<file path="config.mk">
export PLATFORM = sky130hd
export DESIGN_NAME = region_freeze_controller
export DESIGN_NICKNAME = d
export VERILOG_FILES = /design/src/region_hold_pkg.sv /design/src/freeze_sequencer.sv /design/src/violation_log.sv /design/src/region_freeze_controller.sv
export SDC_FILE = /design/constraint.sdc
export NUM_CORES = 1
export LEC_CHECK = 0
export BUFFER_PORTS_ARGS = -buffer_cell sky130_fd_sc_hd__buf_2
export CELL_PAD_IN_SITES_DETAIL_PLACEMENT = 1
export CELL_PAD_IN_SITES_GLOBAL_PLACEMENT = 2
export CORE_MARGIN = 2
export CORE_UTILIZATION = 18
export CTS_CLUSTER_DIAMETER = 40
export DETAILED_ROUTE_END_ITERATION = 8
export PLACE_DENSITY_LB_ADDON = 0.1
export SYNTH_ARGS = -nofsm -noshare
export SYNTH_HDL_FRONTEND = slang
export SYNTH_SLANG_ARGS = --single-unit
</file>
<file path="constraint.sdc">
create_clock -name clk -period 1.2 [get_ports clk]
set_input_delay 0.24 -clock clk [delete_from_list [all_inputs] [get_ports clk]]
set_output_delay 0.24 -clock clk [all_outputs]
set_load 0.02 [all_outputs]
</file>
<file path="src/region_hold_pkg.sv">
// Shared constants of the region freeze controller: register map, fields, reset values
`default_nettype none

package region_hold_pkg;

  // ----------------------------------------------------------------
  // Register port geometry
  // ----------------------------------------------------------------
  localparam int ADDR_W = 2;
  localparam int DATA_W = 32;

  // ----------------------------------------------------------------
  // Word addresses of the registers
  // ----------------------------------------------------------------
  localparam logic [ADDR_W-1:0] ADDR_STATUS  = 2'h0;
  localparam logic [ADDR_W-1:0] ADDR_CTRL    = 2'h1;
  localparam logic [ADDR_W-1:0] ADDR_LOG     = 2'h2;
  localparam logic [ADDR_W-1:0] ADDR_VERSION = 2'h3;

  // ----------------------------------------------------------------
  // Field positions
  // ----------------------------------------------------------------
  localparam int CTRL_W          = 3;
  localparam int CTRL_HALT_BIT   = 0;
  localparam int CTRL_CLEAR_BIT  = 1;
  localparam int CTRL_RESUME_BIT = 2;
  localparam int STAT_HALT_BIT   = 0;
  localparam int STAT_RESUME_BIT = 1;

  // ----------------------------------------------------------------
  // Reset and fixed values
  // ----------------------------------------------------------------
  localparam logic [CTRL_W-1:0] CTRL_RESET = 3'h0;
  localparam logic [DATA_W-1:0] RDATA_RESET = 32'h0000_0000;
  // Layout version code; the value is arbitrary
  localparam logic [DATA_W-1:0] LAYOUT_VERSION = 32'h5A5A_0001;

  // ----------------------------------------------------------------
  // Handshake states
  // ----------------------------------------------------------------
  typedef enum logic [1:0] {
    SEQ_IDLE,
    SEQ_STOPPING,
    SEQ_FROZEN,
    SEQ_STARTING
  } seq_state_t;

endpackage

`default_nettype wire

</file>
<file path="src/freeze_sequencer.sv">
// Stop/start handshake with the region logic and the freeze level it produces
`timescale 1ns/10ps
`default_nettype none

module freeze_sequencer (
  input  wire logic clk,
  input  wire logic rst_b,
  input  wire logic srst,
  input  wire logic halt_req,
  input  wire logic resume_req,
  input  wire logic quiesce_grant,
  input  wire logic launch_grant,
  output logic      quiesce_ask,
  output logic      launch_ask,
  output logic      hold,
  output logic      halt_done,
  output logic      resume_done
);
  import region_hold_pkg::*;

  typedef struct packed {
    seq_state_t state;
    logic       quiesce;
    logic       launch;
    logic       hold;
    logic       halt_done;
    logic       resume_done;
  } seq_t;

  seq_t seq_reg;
  seq_t seq_next;

  // ----------------------------------------------------------------
  // Next state
  // ----------------------------------------------------------------
  always_comb begin
    seq_next = seq_reg;
    if (!halt_req) seq_next.halt_done = 1'b0;
    if (!resume_req) seq_next.resume_done = 1'b0;
    unique case (seq_reg.state)
      SEQ_IDLE: begin
        if (halt_req) begin
          seq_next.state   = SEQ_STOPPING;
          seq_next.quiesce = 1'b1;
        end
      end
      SEQ_STOPPING: begin
        if (!halt_req) begin
          seq_next.state   = SEQ_IDLE;
          seq_next.quiesce = 1'b0;
        end else if (quiesce_grant) begin
          seq_next.state     = SEQ_FROZEN;
          seq_next.quiesce   = 1'b0;
          seq_next.hold      = 1'b1;
          seq_next.halt_done = 1'b1;
        end
      end
      SEQ_FROZEN: begin
        if (resume_req) begin
          seq_next.state  = SEQ_STARTING;
          seq_next.hold   = 1'b0;
          seq_next.launch = 1'b1;
        end
      end
      SEQ_STARTING: begin
        if (!resume_req) begin
          // abandoned resume refreezes, the region never launched
          seq_next.state  = SEQ_FROZEN;
          seq_next.launch = 1'b0;
          seq_next.hold   = 1'b1;
        end else if (launch_grant) begin
          seq_next.state       = SEQ_IDLE;
          seq_next.launch      = 1'b0;
          seq_next.resume_done = 1'b1;
        end
      end
    endcase
    if (srst) begin
      seq_next = '{SEQ_IDLE, 1'b0, 1'b0, 1'b0, 1'b0, 1'b0};
    end
  end

  // State register
  always_ff @(posedge clk or negedge rst_b) begin
    if (!rst_b) begin
      seq_reg <= '{SEQ_IDLE, 1'b0, 1'b0, 1'b0, 1'b0, 1'b0};
    end else begin
      seq_reg <= seq_next;
    end
  end

  assign quiesce_ask = seq_reg.quiesce;
  assign launch_ask  = seq_reg.launch;
  assign hold        = seq_reg.hold;
  assign halt_done   = seq_reg.halt_done;
  assign resume_done = seq_reg.resume_done;

  // ----------------------------------------------------------------
  // Checks
  // ----------------------------------------------------------------
  property p_grant_freezes;
    @(posedge clk) disable iff (!rst_b || srst)
    (quiesce_ask && quiesce_grant && halt_req) |=> (!quiesce_ask && hold && halt_done);
  endproperty
  a_grant_freezes: assert property (p_grant_freezes) else $error("grant did not freeze");

  property p_halt_cancel;
    @(posedge clk) disable iff (!rst_b || srst)
    (quiesce_ask && !halt_req) |=> (!quiesce_ask && !hold && !halt_done);
  endproperty
  a_halt_cancel: assert property (p_halt_cancel) else $error("halt cancel ignored");

  property p_launch_done;
    @(posedge clk) disable iff (!rst_b || srst)
    (launch_ask && launch_grant && resume_req) |=> (!launch_ask && resume_done && !hold);
  endproperty
  a_launch_done: assert property (p_launch_done) else $error("launch grant not taken");

  property p_resume_cancel;
    @(posedge clk) disable iff (!rst_b || srst)
    (launch_ask && !resume_req) |=> (!launch_ask && !resume_done);
  endproperty
  a_resume_cancel: assert property (p_resume_cancel) else $error("resume cancel ignored");

  property p_done_clear;
    @(posedge clk) disable iff (!rst_b || srst)
    (!halt_req && !resume_req) |=> (!halt_done && !resume_done);
  endproperty
  a_done_clear: assert property (p_done_clear) else $error("done flag stuck");

endmodule

`default_nettype wire

</file>
<file path="src/violation_log.sv">
// Sticky per-bridge access log, write-one-to-clear, and the interrupt it raises
`timescale 1ns/10ps
`default_nettype none

module violation_log #(
  parameter int NUM_BRIDGE = 1,
  parameter bit IRQ_ENABLE = 1'b1
) (
  input  wire logic                  clk,
  input  wire logic                  rst_b,
  input  wire logic                  srst,
  input  wire logic [NUM_BRIDGE-1:0] violation_in,
  input  wire logic                  clear_wr,
  input  wire logic [NUM_BRIDGE-1:0] clear_mask,
  output logic      [NUM_BRIDGE-1:0] log_bits,
  output logic                       irq
);

  typedef struct packed {
    logic [NUM_BRIDGE-1:0] log;
    logic                  irq;
  } vlog_t;

  vlog_t vlog_reg;
  vlog_t vlog_next;

  // ----------------------------------------------------------------
  // Next state
  // ----------------------------------------------------------------
  always_comb begin
    vlog_next = vlog_reg;
    if (clear_wr) vlog_next.log = vlog_next.log & ~clear_mask;
    // a new violation beats a clear in the same cycle
    vlog_next.log = vlog_next.log | violation_in;
    // any logged bit raises the interrupt
    vlog_next.irq = IRQ_ENABLE && (|vlog_next.log);
    if (srst) vlog_next = '0;
  end

  // Log register
  always_ff @(posedge clk or negedge rst_b) begin
    if (!rst_b) begin
      vlog_reg <= '0;
    end else begin
      vlog_reg <= vlog_next;
    end
  end

  assign log_bits = vlog_reg.log;
  assign irq      = vlog_reg.irq;

  // ----------------------------------------------------------------
  // Checks
  // ----------------------------------------------------------------
  property p_log_sets;
    @(posedge clk) disable iff (!rst_b || srst)
    (|violation_in) |=> ((log_bits & $past(violation_in)) == $past(violation_in));
  endproperty
  a_log_sets: assert property (p_log_sets) else $error("violation not logged");

  property p_w1c;
    @(posedge clk) disable iff (!rst_b || srst)
    (clear_wr && violation_in == '0) |=> (log_bits == ($past(log_bits) & ~$past(clear_mask)));
  endproperty
  a_w1c: assert property (p_w1c) else $error("write-one-clear wrong");

  property p_irq_level;
    @(posedge clk) disable iff (!rst_b || srst)
    (IRQ_ENABLE && (|log_bits)) |-> irq;
  endproperty
  a_irq_level: assert property (p_irq_level) else $error("interrupt missing");

endmodule

`default_nettype wire

</file>
<file path="src/region_freeze_controller.sv">
// Region freeze controller: register port, control bits, handshake and bridge hold outputs
`timescale 1ns/10ps
`default_nettype none

module region_freeze_controller #(
  parameter int NUM_FREEZE   = 1,
  parameter bit CSR_ENABLE   = 1'b1,
  parameter bit IRQ_ENABLE   = 1'b1,
  parameter bit EXTRA_ENABLE = 1'b0,
  parameter int NUM_EXTRA    = 1
) (
  input  wire logic                              clk,
  input  wire logic                              rst_b,
  input  wire logic                              srst,
  input  wire logic [region_hold_pkg::ADDR_W-1:0] cfg_addr,
  input  wire logic                              cfg_read,
  input  wire logic                              cfg_write,
  input  wire logic [region_hold_pkg::DATA_W-1:0] cfg_wdata,
  output logic      [region_hold_pkg::DATA_W-1:0] cfg_rdata,
  input  wire logic                              conduit_halt_req,
  input  wire logic                              conduit_clear_req,
  input  wire logic                              conduit_resume_req,
  output logic                                   conduit_halt_done,
  output logic                                   conduit_resume_done,
  output logic                                   quiesce_ask,
  input  wire logic                              quiesce_grant,
  output logic                                   launch_ask,
  input  wire logic                              launch_grant,
  output logic                                   persona_reset,
  output logic      [NUM_FREEZE-1:0]             bridge_hold_out,
  input  wire logic [NUM_FREEZE-1:0]             bridge_violation_in,
  output logic      [NUM_EXTRA-1:0]              extra_hold_out,
  output logic                                   irq
);
  import region_hold_pkg::*;

  // ----------------------------------------------------------------
  // Local state
  // ----------------------------------------------------------------
  typedef struct packed {
    logic [CTRL_W-1:0] ctrl;
    logic [DATA_W-1:0] rdata;
  } csr_t;

  csr_t csr_reg;
  csr_t csr_next;

  logic                  wr_ctrl;
  logic                  wr_log;
  logic                  rd_hit;
  logic                  hold;
  logic                  halt_done;
  logic                  resume_done;
  logic [NUM_FREEZE-1:0] log_bits;
  logic [NUM_FREEZE-1:0] clear_mask;
  logic [DATA_W-1:0]     log_word;
  logic [DATA_W-1:0]     status_word;
  logic [DATA_W-1:0]     ctrl_word;

  // ----------------------------------------------------------------
  // Register port decode
  // ----------------------------------------------------------------
  // word address and separate strobes; with the port left out
  // the strobes are ignored so a floating bus cannot disturb control
  assign wr_ctrl    = CSR_ENABLE && cfg_write && (cfg_addr == ADDR_CTRL);
  assign wr_log     = CSR_ENABLE && cfg_write && (cfg_addr == ADDR_LOG);
  assign rd_hit     = CSR_ENABLE && cfg_read;
  assign clear_mask = cfg_wdata[NUM_FREEZE-1:0];

  // Read words, reserved bits zero
  // full-width data words
  always_comb begin
    // unused bits above each field read zero
    status_word = '0;
    status_word[STAT_HALT_BIT]   = halt_done;
    status_word[STAT_RESUME_BIT] = resume_done;
    ctrl_word = '0;
    ctrl_word[CTRL_W-1:0] = csr_reg.ctrl;
    log_word = '0;
    log_word[NUM_FREEZE-1:0] = log_bits;
  end

  // ----------------------------------------------------------------
  // Control bits and read data
  // ----------------------------------------------------------------
  always_comb begin
    csr_next = csr_reg;
    if (CSR_ENABLE) begin
      // halt bit drops once the freeze is reported done
      if (halt_done) csr_next.ctrl[CTRL_HALT_BIT] = 1'b0;
      // resume bit drops once the launch is reported done
      if (resume_done) csr_next.ctrl[CTRL_RESUME_BIT] = 1'b0;
      // A software write wins over the hardware clear of the same cycle;
      // a zero write here is also how a resume is cancelled
      if (wr_ctrl) csr_next.ctrl = cfg_wdata[CTRL_W-1:0];
      // version answers reads; no write path reaches it
      if (rd_hit) begin
        unique case (cfg_addr)
          ADDR_STATUS:  csr_next.rdata = status_word;
          ADDR_CTRL:    csr_next.rdata = ctrl_word;
          ADDR_LOG:     csr_next.rdata = log_word;
          ADDR_VERSION: csr_next.rdata = LAYOUT_VERSION;
        endcase
      end
    end else begin
      // conduit drives control straight, no self clear
      csr_next.ctrl[CTRL_HALT_BIT]   = conduit_halt_req;
      csr_next.ctrl[CTRL_CLEAR_BIT]  = conduit_clear_req;
      csr_next.ctrl[CTRL_RESUME_BIT] = conduit_resume_req;
      csr_next.rdata = RDATA_RESET;
    end
    if (srst) begin
      csr_next.ctrl  = CTRL_RESET;
      csr_next.rdata = RDATA_RESET;
    end
  end

  // Register state
  always_ff @(posedge clk or negedge rst_b) begin
    if (!rst_b) begin
      csr_reg.ctrl  <= CTRL_RESET;
      csr_reg.rdata <= RDATA_RESET;
    end else begin
      csr_reg <= csr_next;
    end
  end

  // ----------------------------------------------------------------
  // Handshake with the region
  // ----------------------------------------------------------------
  // halt request drives the quiesce handshake
  freeze_sequencer u_seq (
    .clk           (clk),
    .rst_b         (rst_b),
    .srst          (srst),
    .halt_req      (csr_reg.ctrl[CTRL_HALT_BIT]),
    .resume_req    (csr_reg.ctrl[CTRL_RESUME_BIT]),
    .quiesce_grant (quiesce_grant),
    .launch_grant  (launch_grant),
    .quiesce_ask   (quiesce_ask),
    .launch_ask    (launch_ask),
    .hold          (hold),
    .halt_done     (halt_done),
    .resume_done   (resume_done)
  );

  // ----------------------------------------------------------------
  // Violation log and interrupt
  // ----------------------------------------------------------------
  // bridge violation inputs merged into one log word
  violation_log #(
    .NUM_BRIDGE (NUM_FREEZE),
    .IRQ_ENABLE (IRQ_ENABLE)
  ) u_log (
    .clk          (clk),
    .rst_b        (rst_b),
    .srst         (srst),
    .violation_in (bridge_violation_in),
    .clear_wr     (wr_log),
    .clear_mask   (clear_mask),
    .log_bits     (log_bits),
    .irq          (irq)
  );

  // ----------------------------------------------------------------
  // Outputs
  // ----------------------------------------------------------------
  // persona reset follows the clear bit
  assign persona_reset       = csr_reg.ctrl[CTRL_CLEAR_BIT];
  assign cfg_rdata           = csr_reg.rdata;
  assign conduit_halt_done   = halt_done;
  assign conduit_resume_done = resume_done;

  // one hold output per freeze interface, all the same level
  genvar gi;
  generate
    for (gi = 0; gi < NUM_FREEZE; gi++) begin : g_hold
      assign bridge_hold_out[gi] = hold;
    end
    // extra hold outputs stay low unless enabled
    for (gi = 0; gi < NUM_EXTRA; gi++) begin : g_extra
      assign extra_hold_out[gi] = EXTRA_ENABLE && hold;
    end
  endgenerate

  // ----------------------------------------------------------------
  // Checks
  // ----------------------------------------------------------------
  property p_halt_self_clear;
    @(posedge clk) disable iff (!rst_b || srst)
    (CSR_ENABLE && halt_done && !wr_ctrl) |=> !csr_reg.ctrl[CTRL_HALT_BIT];
  endproperty
  a_halt_self_clear: assert property (p_halt_self_clear) else $error("halt bit not cleared");

  property p_resume_self_clear;
    @(posedge clk) disable iff (!rst_b || srst)
    (CSR_ENABLE && resume_done && !wr_ctrl) |=> !csr_reg.ctrl[CTRL_RESUME_BIT];
  endproperty
  a_resume_self_clear: assert property (p_resume_self_clear) else $error("resume bit not cleared");

  property p_version_read;
    @(posedge clk) disable iff (!rst_b || srst)
    (CSR_ENABLE && cfg_read && cfg_addr == ADDR_VERSION) |=> (cfg_rdata == LAYOUT_VERSION);
  endproperty
  a_version_read: assert property (p_version_read) else $error("version read wrong");

  property p_ctrl_reserved;
    @(posedge clk) disable iff (!rst_b || srst)
    (cfg_read && cfg_addr == ADDR_CTRL) |=> (cfg_rdata[DATA_W-1:CTRL_W] == '0);
  endproperty
  a_ctrl_reserved: assert property (p_ctrl_reserved) else $error("reserved bits nonzero");

  property p_persona_clear;
    @(posedge clk) disable iff (!rst_b || srst)
    (wr_ctrl && cfg_wdata[CTRL_CLEAR_BIT]) |=> persona_reset;
  endproperty
  a_persona_clear: assert property (p_persona_clear) else $error("persona reset not held");

  property p_hold_fanout;
    @(posedge clk) disable iff (!rst_b || srst)
    $rose(hold) |-> (bridge_hold_out == {NUM_FREEZE{1'b1}}) && ($past(quiesce_ask) || $past(launch_ask));
  endproperty
  a_hold_fanout: assert property (p_hold_fanout) else $error("hold without handshake");

  // A cancelled resume refreezes, so hold may also rise out of the launch ask
  property p_reset_release;
    @(posedge clk) disable iff (!rst_b || srst)
    (wr_ctrl && !cfg_wdata[CTRL_CLEAR_BIT]) |=> !persona_reset;
  endproperty
  a_reset_release: assert property (p_reset_release) else $error("persona reset not released");

  property p_log_reserved;
    @(posedge clk) disable iff (!rst_b || srst)
    (cfg_read && cfg_addr == ADDR_LOG) |=> ((cfg_rdata >> NUM_FREEZE) == '0);
  endproperty
  a_log_reserved: assert property (p_log_reserved) else $error("log reserved bits nonzero");

  property p_status_read;
    @(posedge clk) disable iff (!rst_b || srst)
    (CSR_ENABLE && cfg_read && cfg_addr == ADDR_STATUS) |=>
      (cfg_rdata[STAT_HALT_BIT] == $past(halt_done)) && (cfg_rdata[STAT_RESUME_BIT] == $past(resume_done));
  endproperty
  a_status_read: assert property (p_status_read) else $error("status read wrong");

  // Without the register port the conduit drives control and the bus reads zero
  property p_conduit_follow;
    @(posedge clk) disable iff (!rst_b || srst)
    !CSR_ENABLE |=> (persona_reset == $past(conduit_clear_req)) && (cfg_rdata == RDATA_RESET);
  endproperty
  a_conduit_follow: assert property (p_conduit_follow) else $error("conduit not followed");

  property p_irq_off;
    @(posedge clk) disable iff (!rst_b || srst)
    !IRQ_ENABLE |-> !irq;
  endproperty
  a_irq_off: assert property (p_irq_off) else $error("interrupt while disabled");

endmodule

`default_nettype wire

</file>
==> results.py, run 1 <==
metrics = {
    "run_status": {
        "status": "finished clean",
    },
    "power_and_ir_drop": {
        "power_mw": 1.161,
        "peakVddDrop_v": 0.0004777,
        "seq_power_share": 0.457,
        "clkPwrFrac": 0.374,
        "swShare": 0.3109,
        "powerDensity_nw_per_um2": 1038,
        "intPower_mw": 0.8000,
        "p_sw_mw": 0.3609,
        "power_frac_comb": 0.169,
        "leakagePower_nw": 0.5793,
    },
    "timing": {
        "whs_ps": 208.4,
        "setup_viol": 0,
        "max_freq_ghz": 0.8698,
        "rsz0062_at_grt": "no",
        "fin_tns_setup_ps": 0,
        "fin_crit_sh": 0.9580,
        "hold_viol_final": 0,
        "slew_violations": 0,
        "post-route-min-period_ps": 1150,
        "worst_clock_skew_ps": 3.550,
        "worst_slack_ps": 50.36,
    },
    "logic_synthesis": {
        "synth_seq_area_share": 0.3958,
        "ys_seq_elements": 15,
        "synth_cell_type_count": 22,
        "netlist_instances": 105,
        "ys_warn_count": 0,
        "syn-mean-instance-area_sq_um": 9.032,
        "synth_area_sq_um": 948.4,
    },
    "place": {
        "io_buffer_count": 30,
        "hpwl_um": 1801,
        "gp_congestion": 0.6932,
        "post-place-ws_ps": 69.40,
        "placed_area_sq_um": 1047,
    },
    "global_route": {
        "grt.total_usage": 0.08481,
        "overflow": 0,
        "grt_max_degree": 16,
        "antenna_found_initial": 0,
        "grt_pass1_wl_um": 3898,
        "grt_pass1_vias": 745,
    },
    "setup_path": {
        "worst-path-buf-inv": 2,
        "critPathMaxStageDelay_ps": 380,
        "crit_chain": "buf_4 -> buf_6",
        "path_delay_family": "flip-flops",
        "cp.depth": 2,
        "critPathLaunch": "u_seq.halt_done",
        "cp_data_arrival_time_ps": 910,
        "crit_path_max_fanout": 3,
        "start_kind": "register",
        "r2r_slack_ps": 120,
        "crit_path_end_kind": "primary output",
        "timing.rr.start": "csr_reg[32]",
        "cp_slowest_cell": "dfrtp_1",
        "critPathKind": "reg2out",
        "crit_required_ps": 960,
        "worst_r2r_path_depth": 3,
        "r2r_end": "cfg_rdata[0]",
        "endpoint": "conduit_halt_done",
    },
    "routing": {
        "drcViolationCount": 0,
        "initialDrtViolationCount": 20,
        "wirelength_um": 2407,
        "vias": 734,
        "vias_per_cell": 3.652,
        "avgRoutedWirePerCell_um": 11.98,
        "dr.pass1.iters": 3,
        "drtAntennaViolNets": 0,
    },
    "floorplanning": {
        "fp-row-count": 26,
        "die_height_um": 76.59,
        "placeableCoreArea_sq_um": 5107,
        "design.die.area_sq_um": 5865,
        "ios": 85,
        "start_util": 0.1857,
        "fp.dieW_um": 76.59,
    },
    "run": {
        "max_cap_viol_count": 0,
    },
    "worst_hold_path": {
        "holdCritPathClass": "in2reg",
    },
    "finish": {
        "diodes": 0,
        "num-nets-final": 177,
        "largest_reg_flops": 4,
        "layout_commonest_cell": "buf_2",
        "fin_area_sq_um": 1119,
        "drive_gt1_frac": 0.3130,
        "layout_common_cells": "29 x buf_2, 22 x conb_1, 14 x dfrtp_1",
        "syn_to_final_growth_pct": 17.94,
    },
    "clock_tree": {
        "cts_sinks": 15,
        "path_clk_slew_ps": 70,
        "htree_levels": 1,
        "clkLatencyLatePin_ps": 250,
        "cts_root_buf": "clkbuf_8",
        "cts_buffer_depth": 2,
        "cts_buffers": 3,
        "cts_tree": "built",
    },
}
-- kinds of logic (layout without fill, tap and decap cells) --
logic type | after synthesis | count (layout) | share of synthesized area
buffers and inverters | 35 | 40 | 0.2533
other | 1 | 22 | 0.003954
AND/OR/NAND/NOR | 30 | 30 | 0.1662
AO/OA/AOI/OAI | 18 | 18 | 0.1148
flip-flops | 15 | 15 | 0.3958
multiplexers | 6 | 6 | 0.06596
-- metal layers --
layer	GRT usage	vias up	wire length [um]
met5	0	-	0
met4	0.02182	0	12
met3	0.03318	2	168
met2	0.1389	28	1124
met1	0.1040	350	1102
li1	-	354	-
-- how the worst min path moves through the flow --
stage	start	slack, ps	cells past startpoint	end
after floorplan	rst_b	-60	0	cfg_rdata[0]
after global placement	rst_b	190	1	persona_reset
after detailed placement	rst_b	190	1	u_log.irq
after CTS	bridge_violation_in	200	3	u_log.irq
after global routing	bridge_violation_in	200	3	u_log.irq
final	bridge_violation_in	210	3	u_log.irq
-- final cells by class --
class                           instances  area [sq um]
Sequential cell                        15         376.6
Fill cell                             630          3989
Inverter                                2         7.507
Tap cell                               70         87.58
Clock buffer                            3         41.29
Clock inverter                          1         5.005
Multi-Input combinational cell         76         411.6
Timing Repair Buffer                   34         188.9
-- Yosys cell counts --
cell | n | area, sq um
nor2b_1 | 5 | 31.28
a21o_1 | 1 | 7.510
buf_4 | 29 | 217.7
a211oi_2 | 1 | 12.51
nand4b_1 | 2 | 17.52
nand3_1 | 3 | 15.01
a31oi_1 | 3 | 18.77
nand2_1 | 3 | 11.26
nor3b_1 | 2 | 15.01
mux2_2 | 2 | 22.52
o21ai_0 | 4 | 20.02
a32o_1 | 1 | 10.01
nor3_1 | 2 | 10.01
dfrtp_1 | 15 | 375.4
nor2_1 | 10 | 37.54
conb_1 | 1 | 3.750
nand3b_1 | 1 | 7.510
nand2b_1 | 2 | 12.51
mux2i_1 | 4 | 40.04
a21oi_1 | 8 | 40.04
inv_1 | 2 | 7.510
clkbuf_1 | 4 | 15.01
-- power groups by stage --
stage	clock network, mW	logic, mW	registers, mW
final	0.434	0.197	0.530
after global routing	0.484	0.216	0.532
after CTS	0.457	0.200	0.530
after detailed placement	0	0.196	0.540
after global placement	0	0.196	0.540
after floorplan	0	0.181	0.547
-- worst register-to-register path: stages (launching register included) --
cell	delay, ps
dfrtp_1	460
nor2_1	60
mux2_2	280
a211oi_2	210
-- what timing repair did --
| item | CTS | global route |
|---|---|---|
| endpoints found under the hold margin | 15 | 0 |
| gates resized for setup | 0 | 3 |
| hold buffers | 1 | 0 |
| setup endpoints to repair | 0 | 4 |
| setup buffers | 0 | 1 |
-- stage by stage --
| stage | instances | util |
|---|---|---|
| after detailed placement | 195 | 0.2050 |
| after global routing | 201 | 0.2190 |
| after CTS | 200 | 0.2161 |
| final | 201 | 0.2190 |
| after global placement | 195 | 0.2050 |
| after floorplan | 126 | - |
(Power assumes the default switching activity.)
==> inputs of run 2 (changes only) <==
--- a/config.mk
+++ b/config.mk
@@ -9,7 +9,7 @@
 export CELL_PAD_IN_SITES_DETAIL_PLACEMENT = 1
 export CELL_PAD_IN_SITES_GLOBAL_PLACEMENT = 2
 export CORE_MARGIN = 2
-export CORE_UTILIZATION = 18
+export CORE_UTILIZATION = 20
 export CTS_CLUSTER_DIAMETER = 40
 export DETAILED_ROUTE_END_ITERATION = 8
 export PLACE_DENSITY_LB_ADDON = 0.1
==> constraint.sdc (replaced) <==
create_clock -name clk -period 1.4 [get_ports clk]
set_input_delay 0.28 -clock clk [delete_from_list [all_inputs] [get_ports clk]]
set_output_delay 0.28 -clock clk [all_outputs]
set_load 0.02 [all_outputs]
==> results.py, run 2 (synthesis gave the netlist of run 1 again) <==
metrics = {
    "setup_path": {
        "cp.depth": 1,
        "crit_path_end_kind": "primary output",
        "cp_data_arrival_time_ps": 890,
        "worst-path-buf-inv": 1,
        "critPathKind": "reg2out",
        "timing.rr.start": "csr_reg[32]",
        "cp_slowest_cell": "dfrtp_1",
        "crit_required_ps": 1120,
        "crit_chain": "buf_2",
        "worst_r2r_path_depth": 3,
        "crit_path_max_fanout": 9,
        "start_kind": "register",
        "critPathLaunch": "cfg_rdata[28]",
        "path_delay_family": "flip-flops",
        "critPathMaxStageDelay_ps": 440,
    },
    "floorplanning": {
        "fp.dieW_um": 72.86,
        "start_util": 0.2035,
        "die_height_um": 72.86,
        "design.die.area_sq_um": 5309,
        "ios": 85,
        "fp-row-count": 25,
        "placeableCoreArea_sq_um": 4661,
    },
    "routing": {
        "vias": 723,
        "initialDrtViolationCount": 16,
        "drcViolationCount": 0,
        "dr.pass1.iters": 4,
        "avgRoutedWirePerCell_um": 13.15,
        "wirelength_um": 2406,
        "drtAntennaViolNets": 0,
        "vias_per_cell": 3.951,
    },
    "finish": {
        "largest_reg_flops": 4,
        "layout_common_cells": "30 x buf_2, 22 x conb_1, 15 x dfrtp_1",
        "diodes": 0,
        "instances_no_fill": 183,
        "num-nets-final": 175,
        "nFillCells": 558,
        "layout_commonest_cell": "buf_2",
        "utilization": 0.2306,
        "syn_to_final_growth_pct": 13.32,
        "drive_gt1_frac": 0.2868,
    },
    "timing": {
        "hold_viol_final": 0,
        "worst_clock_skew_ps": 1.495,
        "fin_tns_setup_ps": 0,
        "post-route-min-period_ps": 1175,
        "fin_crit_sh": 0.8392,
        "slew_violations": 0,
        "setup_viol": 0,
        "max_freq_ghz": 0.8511,
        "rsz0062_at_grt": "no",
    },
    "clock_tree": {
        "cts_buffers": 3,
        "cts_root_buf": "clkbuf_8",
        "cts_buffer_depth": 2,
        "clkLatencyLatePin_ps": 240,
        "cts_tree": "built",
        "path_clk_slew_ps": 60,
        "cts_setup_buffers": 0,
        "cts_sinks": 15,
        "htree_levels": 1,
    },
    "global_route": {
        "antenna_found_initial": 0,
        "grt.total_usage": 0.09528,
        "grt_pass1_wl_um": 3808,
        "grt_pass1_vias": 743,
        "overflow": 0,
        "grt_max_degree": 16,
    },
    "power_and_ir_drop": {
        "powerDensity_nw_per_um2": 911.0,
        "peakVddDrop_v": 0.0002528,
        "leakagePower_nw": 0.5667,
    },
    "worst_hold_path": {
        "min_from": "bridge_violation_in",
        "holdCritPathClass": "in2reg",
        "min_path_cells": 3,
    },
    "place": {
        "hpwl_um": 1805,
        "io_buffer_count": 30,
        "dp_cells": 178,
        "gp_congestion": 0.7456,
    },
    "run": {
        "max_cap_viol_count": 0,
    },
    "run_status": {
        "status": "finished clean",
    },
}
[run 2: what timing repair did]
action                                  4_1_cts  5_1_grt
hold endpoints to repair                     15        0
hold buffers                                  1        0
resized for setup                             0        0
endpoints found under the setup margin        0        0
[run 2: final timing paths]
| check | end | slack (ps) |
|---|---|---|
| min in group asynchronous | persona_reset | 490 |
| max | cfg_rdata[19] | 230 |
| min | u_log.irq | 260 |
| max reg2reg | cfg_rdata[0] | 310 |
| max in group asynchronous | u_seq.quiesce_ask | 630 |
| min reg2reg | cfg_rdata[1] | 530 |
[run 2: cell type report]
cell class,instances,area (sq um),area share
inverters,2,7.507,0.006985
well taps,54,67.56,0.06286
clock buffers,4,45.04,0.04191
repair buffers,32,167.7,0.1560
multi-input cells,76,411.6,0.3830
flip-flops and latches,15,375.4,0.3492
[run 2: metal layers]
layer | part of all wire | GRT usage | vias up
met5 | 0 | 0 | -
met4 | 0.0025 | 0.02469 | 0
met3 | 0.058 | 0.02348 | 2
met2 | 0.46 | 0.1576 | 27
met1 | 0.48 | 0.1243 | 345
li1 | - | - | 349
[run 2: worst reg2reg max path: stages, from the launching register on]
cell and delay (ps):
dfrtp_1 460, nor2_1 60, mux2_2 270, a211oi_2 210
[run 2: stage by stage]
stage                     hold slack, ps  worst slack, ps  power, mW  area (sq um)
after floorplan                   -15.59            301.3     0.6235          1027
after global placement             228.5            248.8     0.6292          1020
after detailed placement           231.9            232.7     0.6308          1020
after CTS                          253.9            194.7      1.006          1075
after global routing               266.2            144.9      1.041          1075
final                              261.2            225.1     0.9792          1075
[run 2: report_power, final]
group	total (mW)	switching, mW	leakage [nW]	internal [mW]
clock	0.356	0.155	0.0228	0.201
combinational	0.168	0.124	0.338	0.0449
sequential	0.455	0.0113	0.206	0.443
==> inputs of run 3 (changes only) <==
--- a/config.mk
+++ b/config.mk
@@ -9,7 +9,7 @@
 export CELL_PAD_IN_SITES_DETAIL_PLACEMENT = 1
 export CELL_PAD_IN_SITES_GLOBAL_PLACEMENT = 2
 export CORE_MARGIN = 2
-export CORE_UTILIZATION = 20
+export CORE_UTILIZATION = 18
 export CTS_CLUSTER_DIAMETER = 40
 export DETAILED_ROUTE_END_ITERATION = 8
 export PLACE_DENSITY_LB_ADDON = 0.1
==> constraint.sdc (replaced) <==
create_clock -name clk -period 1.15 [get_ports clk]
set_input_delay 0.23 -clock clk [delete_from_list [all_inputs] [get_ports clk]]
set_output_delay 0.23 -clock clk [all_outputs]
set_load 0.02 [all_outputs]
==> results.py, run 3 (synthesis gave the netlist of run 1 again) <==
metrics = {
    "timing": {
        "rsz0062_at_grt": "yes",
        "hold_viol_final": 0,
        "post-route-min-period_ps": 1128,
        "max_freq_ghz": 0.8863,
        "slew_violations": 0,
        "worst_clock_skew_ps": 3.402,
        "setup_viol": 0,
        "worst_slack_ps": 21.65,
        "fin_crit_sh": 0.9812,
    },
    "power_and_ir_drop": {
        "power_mw": 1.209,
        "powerDensity_nw_per_um2": 1044,
        "leakagePower_nw": 0.5943,
        "peakVddDrop_v": 0.0003980,
    },
    "global_route": {
        "top_usage_layer": "met2",
        "gr-usage-met3": 0.04028,
        "grt_pass1_wl_um": 3988,
        "overflow": 0,
        "grt_pass1_vias": 741,
        "grt_max_degree": 16,
        "use_met2": 0.1345,
        "grt.total_usage": 0.08689,
        "globalRouteMet1Util": 0.1138,
        "antenna_found_initial": 0,
    },
    "clock_tree": {
        "clkLatencyLatePin_ps": 250,
        "cts_sinks": 15,
        "cts_root_buf": "clkbuf_8",
        "cts_buffer_depth": 2,
        "cts_buffers": 3,
        "path_clk_slew_ps": 70,
        "htree_levels": 1,
        "cts_tree": "built",
    },
    "routing": {
        "initialDrtViolationCount": 20,
        "dr.pass1.iters": 4,
        "wirelength_um": 2456,
        "drcViolationCount": 0,
        "avgRoutedWirePerCell_um": 12.04,
        "drtAntennaViolNets": 0,
        "vias_per_cell": 3.618,
        "vias": 738,
    },
    "finish": {
        "instances_no_fill": 204,
        "largest_reg_flops": 4,
        "drive_gt1_frac": 0.3433,
        "multi_input_area_sq_um": 411.6,
        "num-nets-final": 180,
        "regArea_sq_um": 379.1,
        "layout_commonest_cell": "buf_2",
        "nFillCells": 618,
        "diodes": 0,
        "syn_to_final_growth_pct": 22.03,
        "layout_common_cells": "28 x buf_2, 22 x conb_1, 12 x dfrtp_1",
        "fin_area_sq_um": 1157,
    },
    "setup_path": {
        "critPathKind": "reg2reg",
        "worst_r2r_path_depth": 3,
        "start_kind": "register",
        "crit_path_end_kind": "register",
        "critPathLaunch": "u_seq.resume_done",
        "crit_path_max_fanout": 2,
        "crit_required_ps": 1290,
        "r2r_slack_ps": 20,
        "cp_data_arrival_time_ps": 1270,
        "timing.rr.start": "u_seq.resume_done",
        "r2r_end": "cfg_rdata[1]",
    },
    "worst_hold_path": {
        "min_from": "bridge_violation_in",
        "min_path_cells": 3,
        "hold-path-endpoint": "u_log.irq",
        "holdCritPathClass": "in2reg",
    },
    "floorplanning": {
        "fp-row-count": 26,
        "ios": 85,
        "placeableCoreArea_sq_um": 5107,
        "die_height_um": 76.59,
        "start_util": 0.1857,
        "fp.dieW_um": 76.59,
        "design.die.area_sq_um": 5865,
    },
    "run": {
        "max_cap_viol_count": 0,
    },
    "place": {
        "io_buffer_count": 30,
        "gp_congestion": 0.6807,
        "hpwl_um": 1830,
        "dp_cells": 197,
        "post-place-ws_ps": 54.47,
        "placed_area_sq_um": 1062,
    },
    "run_status": {
        "status": "finished clean",
    },
}
run 3: how the worst max path moves through the flow:
stage                              to  cells after the start
floorplan                cfg_rdata[0]                      3
detailed placement       cfg_rdata[1]                      3
CTS                 conduit_halt_done                      2
global route             cfg_rdata[1]                      3
global placement         cfg_rdata[1]                      3
finish                   cfg_rdata[1]                      3
run 3: metal layers:
metal	vias to the layer above	wire [um]
li1	359	-
met1	347	1166
met2	30	1094
met3	2	189
met4	0	6
met5	-	0
run 3: worst max-delay path, cell delays in order (launching register included):
cell     delay, ps
dfrtp_1        390
buf_4          140
mux2_2         260
a32o_1         240
run 3: per-stage QoR:
step	util	setup TNS (ps)	hold slack (ps)
finish	0.2266	0	195.7
global route	0.2266	-27.63	220.2
CTS	0.2232	0	190.6
detailed placement	0.2080	0	181.9
global placement	0.2080	0	179.3
floorplan	-	0	-65.59
run 3: cell type report:
cell class	count	share of cell area
clock inverter	1	0.004324
inverter	2	0.006486
multi-input combinational	76	0.3557
sequential	15	0.3276
clock buffer	3	0.03568
timing repair buffer	37	0.1946
tap	70	0.07568
run 3: power breakdown:
| part | internal, mW | switching (mW) | total (mW) |
|---|---|---|---|
| Combinational | 0.0562 | 0.153 | 0.209 |
| Clock | 0.240 | 0.207 | 0.447 |
| Sequential | 0.540 | 0.0126 | 0.552 |
| Total | 0.836 | 0.373 | 1.21 |
run 3: repair_timing:
item,in CTS,in global routing
hold buffers,1,0
gates resized for setup,5,4
setup endpoints to repair,9,3
setup buffers,1,1
hold endpoints to repair,15,0
